File: src/audio_routing_pkg.sv
// Register map and field layout for the audio port signal routing block
package audio_routing_pkg;

	// ----------------------------------------------------------------
	// Register indices (byte address is four times the index)
	// ----------------------------------------------------------------
	localparam logic [7:0] IDX_SECONDARY_PIN_SELECT = 8'h1F;
	localparam logic [7:0] IDX_PORT_CLOCK_SELECT    = 8'h20;
	localparam logic [7:0] IDX_PIN_OUTPUT_ROUTING   = 8'h21;
	localparam logic [7:0] IDX_CONTROL_PORT_MISC    = 8'h22;
	localparam logic [7:0] IDX_PIN_DIRECTION        = 8'h23;

	// ----------------------------------------------------------------
	// Reset values
	// ----------------------------------------------------------------
	localparam logic [7:0] RST_ROUTING = 8'h00;

	// ----------------------------------------------------------------
	// Field positions
	// ----------------------------------------------------------------
	// Secondary pin select
	localparam int SPS_BCLK_LSB  = 5;
	localparam int SPS_WCLK_LSB  = 3;
	localparam int SPS_ADCWC_LSB = 1;
	localparam int SPS_DIN_BIT   = 0;
	localparam logic [7:0] SPS_WMASK = 8'h7F;
	// Port clock select
	localparam int PCS_BCLK_BIT  = 3;
	localparam int PCS_WCLK_BIT  = 2;
	localparam int PCS_ADCWC_BIT = 1;
	localparam int PCS_DIN_BIT   = 0;
	localparam logic [7:0] PCS_WMASK = 8'h0F;
	// Pin output routing
	localparam int POR_BCLK_BIT   = 7;
	localparam int POR_SBCLK_BIT  = 6;
	localparam int POR_WCLK_LSB   = 4;
	localparam int POR_SWCLK_LSB  = 2;
	localparam int POR_DOUT_BIT   = 1;
	localparam int POR_SDOUT_BIT  = 0;
	localparam logic [7:0] POR_WMASK = 8'hFF;
	// Control port misc
	localparam int CPM_GCALL_BIT = 5;
	localparam logic [7:0] CPM_WMASK = 8'h20;
	// Pin direction
	localparam int DIR_BCLK_BIT = 3;
	localparam int DIR_WCLK_BIT = 2;
	localparam logic [7:0] DIR_WMASK = 8'h0C;

	// ----------------------------------------------------------------
	// Mux codes
	// ----------------------------------------------------------------
	localparam logic [1:0] SEL_GPIO = 2'h0;
	localparam logic [1:0] SEL_SCLK = 2'h1;
	localparam logic [1:0] SEL_MISO = 2'h2;
	localparam logic [1:0] SEL_DOUT = 2'h3;

	localparam logic [1:0] WOUT_A   = 2'h0;
	localparam logic [1:0] WOUT_B   = 2'h1;
	localparam logic [1:0] WOUT_C   = 2'h2;

endpackage

File: src/audio_port_signal_routing.sv
// Audio serial port pin and clock routing with a classic Wishbone register slave
// Notes on behaviour
// - Secondary bit clock pin chosen by two bits
// - Secondary word clock pin chosen likewise
// - ADC word clock pin select, code 11 banned
// - Secondary data in from GPIO or SCLK
// - Bit clock: primary or secondary source
// - Word clock: primary or secondary source
// - ADC word clock: DAC or secondary
// - Audio data in: primary or secondary
// - Bit clock pin out: generated or secondary
// - Secondary bit clock out: pin or generated
// - Word clock out select, code 11 banned
// - Secondary word clock out select, 11 banned
// - Data out pin: interface or loopback
// - Secondary data out: loopback or interface
// - General call accepted only when enabled
// - Bit clock pin direction bit
// - Word clock pin direction bit
`timescale 1ns/1ns

module audio_port_signal_routing
	import audio_routing_pkg::*;
(
	input  wire logic        clk_i,
	input  wire logic        rst_i,
	// Wishbone slave
	input  wire logic        cyc_i,
	input  wire logic        stb_i,
	input  wire logic        we_i,
	input  wire logic [9:0]  adr_i,
	input  wire logic [3:0]  sel_i,
	input  wire logic [31:0] dat_i,
	output logic [31:0]      dat_o,
	output logic             ack_o,
	output logic             err_o,
	// Multi-function pins (asynchronous inputs)
	input  wire logic        gpio_pin_i,
	input  wire logic        sclk_pin_i,
	input  wire logic        miso_pin_i,
	input  wire logic        dout_pin_i,
	input  wire logic        bclk_pin_i,
	input  wire logic        wclk_pin_i,
	input  wire logic        din_pin_i,
	// Internal clocks and data, same clock domain
	input  wire logic        gen_bclk_i,
	input  wire logic        playback_frame_sync_i,
	input  wire logic        record_frame_sync_i,
	input  wire logic        serial_dout_i,
	input  wire logic        gcall_seen_i,
	// Pin drivers; enables are low while driving
	output logic             bclk_pin_o,
	output logic             bclk_pin_oe_n_o,
	output logic             wclk_pin_o,
	output logic             wclk_pin_oe_n_o,
	output logic             dout_pin_o,
	output logic             sec_bclk_o,
	output logic             sec_wclk_o,
	output logic             sec_dout_o,
	// Toward the serial interface
	output logic             iface_bclk_o,
	output logic             iface_wclk_o,
	output logic             adc_wclk_o,
	output logic             iface_din_o,
	output logic             gcall_accept_o
);

	// ----------------------------------------------------------------
	// Input synchronisers
	// ----------------------------------------------------------------
	localparam int NPIN = 7;
	logic [NPIN-1:0] pin_meta;
	logic [NPIN-1:0] pin_sync;
	wire  [NPIN-1:0] pin_raw = {din_pin_i, wclk_pin_i, bclk_pin_i, dout_pin_i,
	                            miso_pin_i, sclk_pin_i, gpio_pin_i};

	always_ff @(posedge clk_i) begin
		if (rst_i) begin
			pin_meta <= '0;
			pin_sync <= '0;
		end else begin
			pin_meta <= pin_raw;
			pin_sync <= pin_meta;
		end
	end

	wire s_gpio = pin_sync[0];
	wire s_sclk = pin_sync[1];
	wire s_miso = pin_sync[2];
	wire s_dout = pin_sync[3];
	wire s_bclk = pin_sync[4];
	wire s_wclk = pin_sync[5];
	wire s_din  = pin_sync[6];

	// ----------------------------------------------------------------
	// Registers
	// ----------------------------------------------------------------
	logic [7:0] secondary_pin_select;
	logic [7:0] port_clock_select;
	logic [7:0] pin_output_routing;
	logic [7:0] control_port_misc;
	logic [7:0] pin_direction;

	// Four-way pin pick, used by five multiplexers
	function automatic logic pick4(input logic [1:0] code, input logic a,
	                               input logic b, input logic c, input logic d);
		case (code)
			2'h0:    pick4 = a;
			2'h1:    pick4 = b;
			2'h2:    pick4 = c;
			default: pick4 = d;
		endcase
	endfunction

	// ----------------------------------------------------------------
	// Wishbone slave
	// ----------------------------------------------------------------
	wire       bus_req  = cyc_i & stb_i & ~ack_o & ~err_o;
	wire [7:0] reg_idx  = adr_i[9:2];
	wire       hit_sps  = (reg_idx == IDX_SECONDARY_PIN_SELECT);
	wire       hit_pcs  = (reg_idx == IDX_PORT_CLOCK_SELECT);
	wire       hit_por  = (reg_idx == IDX_PIN_OUTPUT_ROUTING);
	wire       hit_cpm  = (reg_idx == IDX_CONTROL_PORT_MISC);
	wire       hit_dir  = (reg_idx == IDX_PIN_DIRECTION);
	wire       mapped   = hit_sps | hit_pcs | hit_por | hit_cpm | hit_dir;
	wire       wr_low   = bus_req & we_i & mapped & sel_i[0];

	wire       wr_sps   = wr_low & hit_sps;
	wire       wr_pcs   = wr_low & hit_pcs;
	wire       wr_por   = wr_low & hit_por;
	wire       wr_cpm   = wr_low & hit_cpm;
	wire       wr_dir   = wr_low & hit_dir;
	wire       rd_ans   = bus_req & ~we_i & mapped;

	// Reserved bits are masked so they always read zero
	wire [7:0] wdata    = dat_i[7:0];
	// Bit 4 reports a general call seen; bit 5 keeps the enable
	wire [7:0] cpm_read = {control_port_misc[7:5], gcall_seen_i, control_port_misc[3:0]};
	wire [7:0] rd_byte  = hit_sps ? secondary_pin_select :
	                      hit_pcs ? port_clock_select :
	                      hit_por ? pin_output_routing :
	                      hit_cpm ? cpm_read :
	                      hit_dir ? pin_direction : 8'h00;

	always_ff @(posedge clk_i) begin
		if (rst_i) begin
			secondary_pin_select <= RST_ROUTING;
		end else if (wr_sps) begin
			secondary_pin_select <= wdata & SPS_WMASK;
		end
	end

	always_ff @(posedge clk_i) begin
		if (rst_i) begin
			port_clock_select <= RST_ROUTING;
		end else if (wr_pcs) begin
			port_clock_select <= wdata & PCS_WMASK;
		end
	end

	always_ff @(posedge clk_i) begin
		if (rst_i) begin
			pin_output_routing <= RST_ROUTING;
		end else if (wr_por) begin
			pin_output_routing <= wdata & POR_WMASK;
		end
	end

	always_ff @(posedge clk_i) begin
		if (rst_i) begin
			control_port_misc <= RST_ROUTING;
		end else if (wr_cpm) begin
			control_port_misc <= wdata & CPM_WMASK;
		end
	end

	always_ff @(posedge clk_i) begin
		if (rst_i) begin
			pin_direction <= RST_ROUTING;
		end else if (wr_dir) begin
			pin_direction <= wdata & DIR_WMASK;
		end
	end

	// One wait-free answer, then ack drops for a cycle
	always_ff @(posedge clk_i) begin
		if (rst_i) begin
			ack_o <= 1'b0;
			err_o <= 1'b0;
		end else begin
			ack_o <= bus_req & mapped;
			err_o <= bus_req & ~mapped;
		end
	end

	// Read data stands only in the answer cycle
	always_ff @(posedge clk_i) begin
		if (rst_i) begin
			dat_o <= 32'h0000_0000;
		end else begin
			dat_o <= rd_ans ? {24'h00_0000, rd_byte} : 32'h0000_0000;
		end
	end

	// ----------------------------------------------------------------
	// Secondary pin selection
	// ----------------------------------------------------------------
	wire [1:0] sps_bclk  = secondary_pin_select[SPS_BCLK_LSB +: 2];
	wire [1:0] sps_wclk  = secondary_pin_select[SPS_WCLK_LSB +: 2];
	wire [1:0] sps_adcwc = secondary_pin_select[SPS_ADCWC_LSB +: 2];

	wire sec_bclk_in  = pick4(sps_bclk, s_gpio, s_sclk, s_miso, s_dout);
	wire sec_wclk_in  = pick4(sps_wclk, s_gpio, s_sclk, s_miso, s_dout);
	// banned code falls back to GPIO
	wire sec_adcwc_in = pick4(sps_adcwc, s_gpio, s_sclk, s_miso, s_gpio);
	wire sec_din_in   = secondary_pin_select[SPS_DIN_BIT] ? s_sclk : s_gpio;

	// ----------------------------------------------------------------
	// Interface source selection
	// ----------------------------------------------------------------
	// bit clock source
	wire next_iface_bclk = port_clock_select[PCS_BCLK_BIT] ? sec_bclk_in : s_bclk;
	wire next_iface_wclk = port_clock_select[PCS_WCLK_BIT] ? sec_wclk_in : s_wclk;
	// ADC word clock follows DAC unless split
	wire next_adc_wclk   = port_clock_select[PCS_ADCWC_BIT] ? sec_adcwc_in : next_iface_wclk;
	wire next_iface_din  = port_clock_select[PCS_DIN_BIT] ? sec_din_in : s_din;

	// ----------------------------------------------------------------
	// Pin output selection
	// ----------------------------------------------------------------
	wire [1:0] por_wclk  = pin_output_routing[POR_WCLK_LSB +: 2];
	wire [1:0] por_swclk = pin_output_routing[POR_SWCLK_LSB +: 2];

	wire next_bclk_pin  = pin_output_routing[POR_BCLK_BIT] ? sec_bclk_in : gen_bclk_i;
	wire next_sec_bclk  = pin_output_routing[POR_SBCLK_BIT] ? gen_bclk_i : s_bclk;
	// word clock pin, banned code as 00
	wire next_wclk_pin  = pick4(por_wclk, playback_frame_sync_i, record_frame_sync_i,
	                            sec_wclk_in, playback_frame_sync_i);
	// secondary word clock, banned code as 00
	wire next_sec_wclk  = pick4(por_swclk, s_wclk, playback_frame_sync_i,
	                            record_frame_sync_i, s_wclk);
	wire next_dout_pin  = pin_output_routing[POR_DOUT_BIT] ? sec_din_in : serial_dout_i;
	wire next_sec_dout  = pin_output_routing[POR_SDOUT_BIT] ? serial_dout_i : s_din;

	// ----------------------------------------------------------------
	// Output flops
	// ----------------------------------------------------------------
	// One extra cycle of latency, but glitch-free clocks toward the core
	always_ff @(posedge clk_i) begin
		if (rst_i) begin
			iface_bclk_o    <= 1'b0;
			iface_wclk_o    <= 1'b0;
			adc_wclk_o      <= 1'b0;
			iface_din_o     <= 1'b0;
		end else begin
			iface_bclk_o    <= next_iface_bclk;
			iface_wclk_o    <= next_iface_wclk;
			adc_wclk_o      <= next_adc_wclk;
			iface_din_o     <= next_iface_din;
		end
	end

	// Pin levels registered likewise, so no mux glitch reaches a pin
	always_ff @(posedge clk_i) begin
		if (rst_i) begin
			bclk_pin_o      <= 1'b0;
			wclk_pin_o      <= 1'b0;
			sec_bclk_o      <= 1'b0;
			sec_wclk_o      <= 1'b0;
			dout_pin_o      <= 1'b0;
			sec_dout_o      <= 1'b0;
		end else begin
			bclk_pin_o      <= next_bclk_pin;
			wclk_pin_o      <= next_wclk_pin;
			sec_bclk_o      <= next_sec_bclk;
			sec_wclk_o      <= next_sec_wclk;
			dout_pin_o      <= next_dout_pin;
			sec_dout_o      <= next_sec_dout;
		end
	end

	// ----------------------------------------------------------------
	// Pin drive and control port
	// ----------------------------------------------------------------
	// bit clock pin driven when set
	assign bclk_pin_oe_n_o = ~pin_direction[DIR_BCLK_BIT];
	// word clock pin driven when set
	assign wclk_pin_oe_n_o = ~pin_direction[DIR_WCLK_BIT];
	assign gcall_accept_o  = control_port_misc[CPM_GCALL_BIT];

endmodule // audio_port_signal_routing

File: config.mk
export PLATFORM = sky130hd
export DESIGN_NAME = audio_port_signal_routing
export DESIGN_NICKNAME = d
export VERILOG_FILES = /design/src/audio_routing_pkg.sv /design/src/audio_port_signal_routing.sv
export SDC_FILE = /design/constraint.sdc
export NUM_CORES = 1
export LEC_CHECK = 0
export BUFFER_PORTS_ARGS = -buffer_cell sky130_fd_sc_hd__buf_2
export CAP_MARGIN = 10
export CORE_MARGIN = 5
export CORE_UTILIZATION = 26
export CTS_BUF_LIST = sky130_fd_sc_hd__clkbuf_2
export DETAILED_ROUTE_END_ITERATION = 10
export HOLD_SLACK_MARGIN = 0.15
export SLEW_MARGIN = 10
export SYNTH_ARGS = -nofsm -noshare
export SYNTH_HDL_FRONTEND = slang
export SYNTH_SLANG_ARGS = --single-unit
File: constraint.sdc
create_clock -name clk_i -period 1.9 [get_ports clk_i]
set_clock_uncertainty 0.05 [all_clocks]
set_input_delay 0.285 -clock clk_i [delete_from_list [all_inputs] [get_ports clk_i]]
set_output_delay 0.285 -clock clk_i [all_outputs]
set_load 0.005 [all_outputs]
==> reports/metrics.yaml <==
synth-edff-count: 0
fin_area_um2: 3120
synthCells: 248
num_antenna_cells: 0
die_w_um: 107
avgSynthCellArea_um2: 9.85
synth_ff_type: "dfxtp_1"
die_area_um2: 11400
cts-buffers-inserted: 5
drt_iter0_markers: 107
grt_pass1_vias: 1850
async_reset_ff_share_pct: 0
power.density_nw_per_um2: 583
fmax_mhz: 588
ys_ff_latch: 56
cts-resized-gates: 0
seq_area_frac_synth_pct: 45.9
hold_viol: 0
drive_gt1_share_pct: 27.1
dr.pass1.iters: 4
viasPerCell: 4.29
min_path_type: "input port to flip-flop"
synthToLayoutAreaGrowth_pct: 27.8
clk_pin_slew_ps: 260
grt_max_degree: 49
gr-total-overflow: 0
yosys_warnings: 0
cp.required_ps: 2170
clk_path_buf_depth: 2
hpwl_um: 4430
synth_area_leaders: "dfxtp_1 46%, mux2i_1 9.4%, buf_4 7.4%, nor2_1 5.2%, nor2b_1 3.8%"
detail-route-antenna-nets: 0
nets: 409
antenna_found_initial: 0
startpoint_type: "flip-flop"
finalWirelength_um: 5760
crit_type: "flip-flop to flip-flop"
rsz0062_at_grt: "no"
critPathMaxFanout: 7
fp-row-count: 35
clk_latency_ps: 420
synth_cell_types: 35
cts_root_buffer: "clkbuf_2"
initial_utilization_pct: 26.6
maxSlewViolCount: 0
cts_tree: "built"
cts.sinks: 56
drc: 0
vdd_drop_max_mv: 0.326
io_pins: 110
postPlaceCellArea_um2: 2860
wl_per_cell_um: 12.8
synth_top_cells_by_count: "56 x dfxtp_1, 34 x nor2_1, 24 x buf_4"
fp.coreArea_um2: 9200
synth_most_common_cell: "dfxtp_1"
track_usage_pct: 10.1
post-route-period-util_pct: 89.5
p_leak_uw: 0.00124
port_buffers: 56
period_minus_slack_ps: 1700
final_util_pct: 34.0
synth_top_area_share_pct: 45.9
setup_tns_ps: 0
die_h_um: 107
cts.htree.levels: 2
status: "completed"
syn_area_um2: 2440
cp_data_arrival_time_ps: 1970
gp_congestion: 0.828
routed-via-count: 1933
yosysTopAreaCell: "dfxtp_1"
cap_viol_max_count: 0
setup_viol: 0
grt_pass1_wl_um: 9170
cp-end-kind: "flip-flop"
routing by layer:
layer / GRT usage [%] / vias to the layer above / routed length [µm]
met2: 16.5 / 60 / 2730
met1: 13.5 / 888 / 2610
met5: 0 / - / 0
met3: 2.53 / 2 / 395
met4: 1.92 / 0 / 19
li1: - / 983 / -
sequential cells by signal, indices dropped and copies added, names as in the netlist:
register / count
secondary_pin_select: 7
pin_output_routing: 8
err_o: 1
ack_o: 1
sec_bclk_o: 1
dout_pin_o: 1
pin_direction: 2
dat_o: 8
sec_wclk_o: 1
adc_wclk_o: 1
pin_meta: 7
sec_dout_o: 1
iface_bclk_o: 1
iface_din_o: 1
wclk_pin_o: 1
iface_wclk_o: 1
bclk_pin_o: 1
control_port_misc: 1
port_clock_select: 4
pin_sync: 7
worst paths after layout:
| kind | start | endpoint | slack [ps] | cells past startpoint |
|---|---|---|---|---|
| setup / recovery | err_o$_SDFF_PP0_ | pin_output_routing[1]$_SDFFE_PP0P_ | 200 | 6 |
| hold / removal | adr_i[9] | dat_o[3]$_SDFF_PP0_ | 190 | 4 |
| setup reg to reg | err_o$_SDFF_PP0_ | pin_output_routing[1]$_SDFFE_PP0P_ | 200 | 6 |
| hold reg to reg | pin_meta[1]$_SDFF_PP0_ | pin_sync[1]$_SDFF_PP0_ | 410 | 1 |
what timing repair did:
action | 4_1_cts | 5_1_grt
hold endpoints to repair | 40 | 0
buffers inserted | 0 | 0
hold buffers | 23 | 0
logic make-up after synthesis:
family	count (synthesis)	synth area share [%]
flops	56	45.9
compound gates	32	8.35
buf+inv	41	10.3
fa+ha+maj	6	3.07
other cells	1	0.153
mux	28	12.6
simple gates	84	19.6
through the flow:
step	hold WS [ps]	worst slack, ps	power, µW	cells
CTS	162	193	1850	451
global route	192	103	1940	451
detailed placement	372	-111	1370	421
global placement	371	-73.2	1370	421
floorplan	363	31.1	1340	271
finish	193	199	1820	451
area by class of cell:
cell class | instances | area (µm²)
clock inverters | 2 | 12.5
fillers | 969 | 6070
flip-flops and latches | 56 | 1120
well taps | 111 | 139
repair buffers | 94 | 636
inverters | 9 | 33.8
clock buffers | 5 | 25.0
multi-input cells | 174 | 1160
worst max-delay path, stage by stage (launching register included):
cell	delay, ps
dfxtp_1	370
nand4bb_1	210
buf_4	200
nor4_4	320
buf_4	210
mux2i_1	190
nor2_1	50
power by group:
group / leakage (µW) / internal (µW) / switching, µW / total (µW)
Clock: 0.0000248 / 81.3 / 354 / 436
Sequential: 0.000456 / 1200 / 7.28 / 1210
Combinational: 0.000762 / 90.5 / 86.8 / 177
placed cells by master, fill, tap and decap left out, drive strengths merged, types with 5 or more instances in the layout:
cell,synthesis,final
nand2,7,7
buf,26,71
o21ai,6,6
inv,9,9
ha,6,6
dlygate4sd3,0,23
conb,1,24
a21oi,11,11
nor2b,15,15
a22oi,7,7
dfxtp,56,56
nor2,34,34
mux2i,23,23
nor4,6,6
nor3,5,5
clkbuf,6,5
nand3,5,5
No activity file was read; power rests on OpenSTA's default activity.
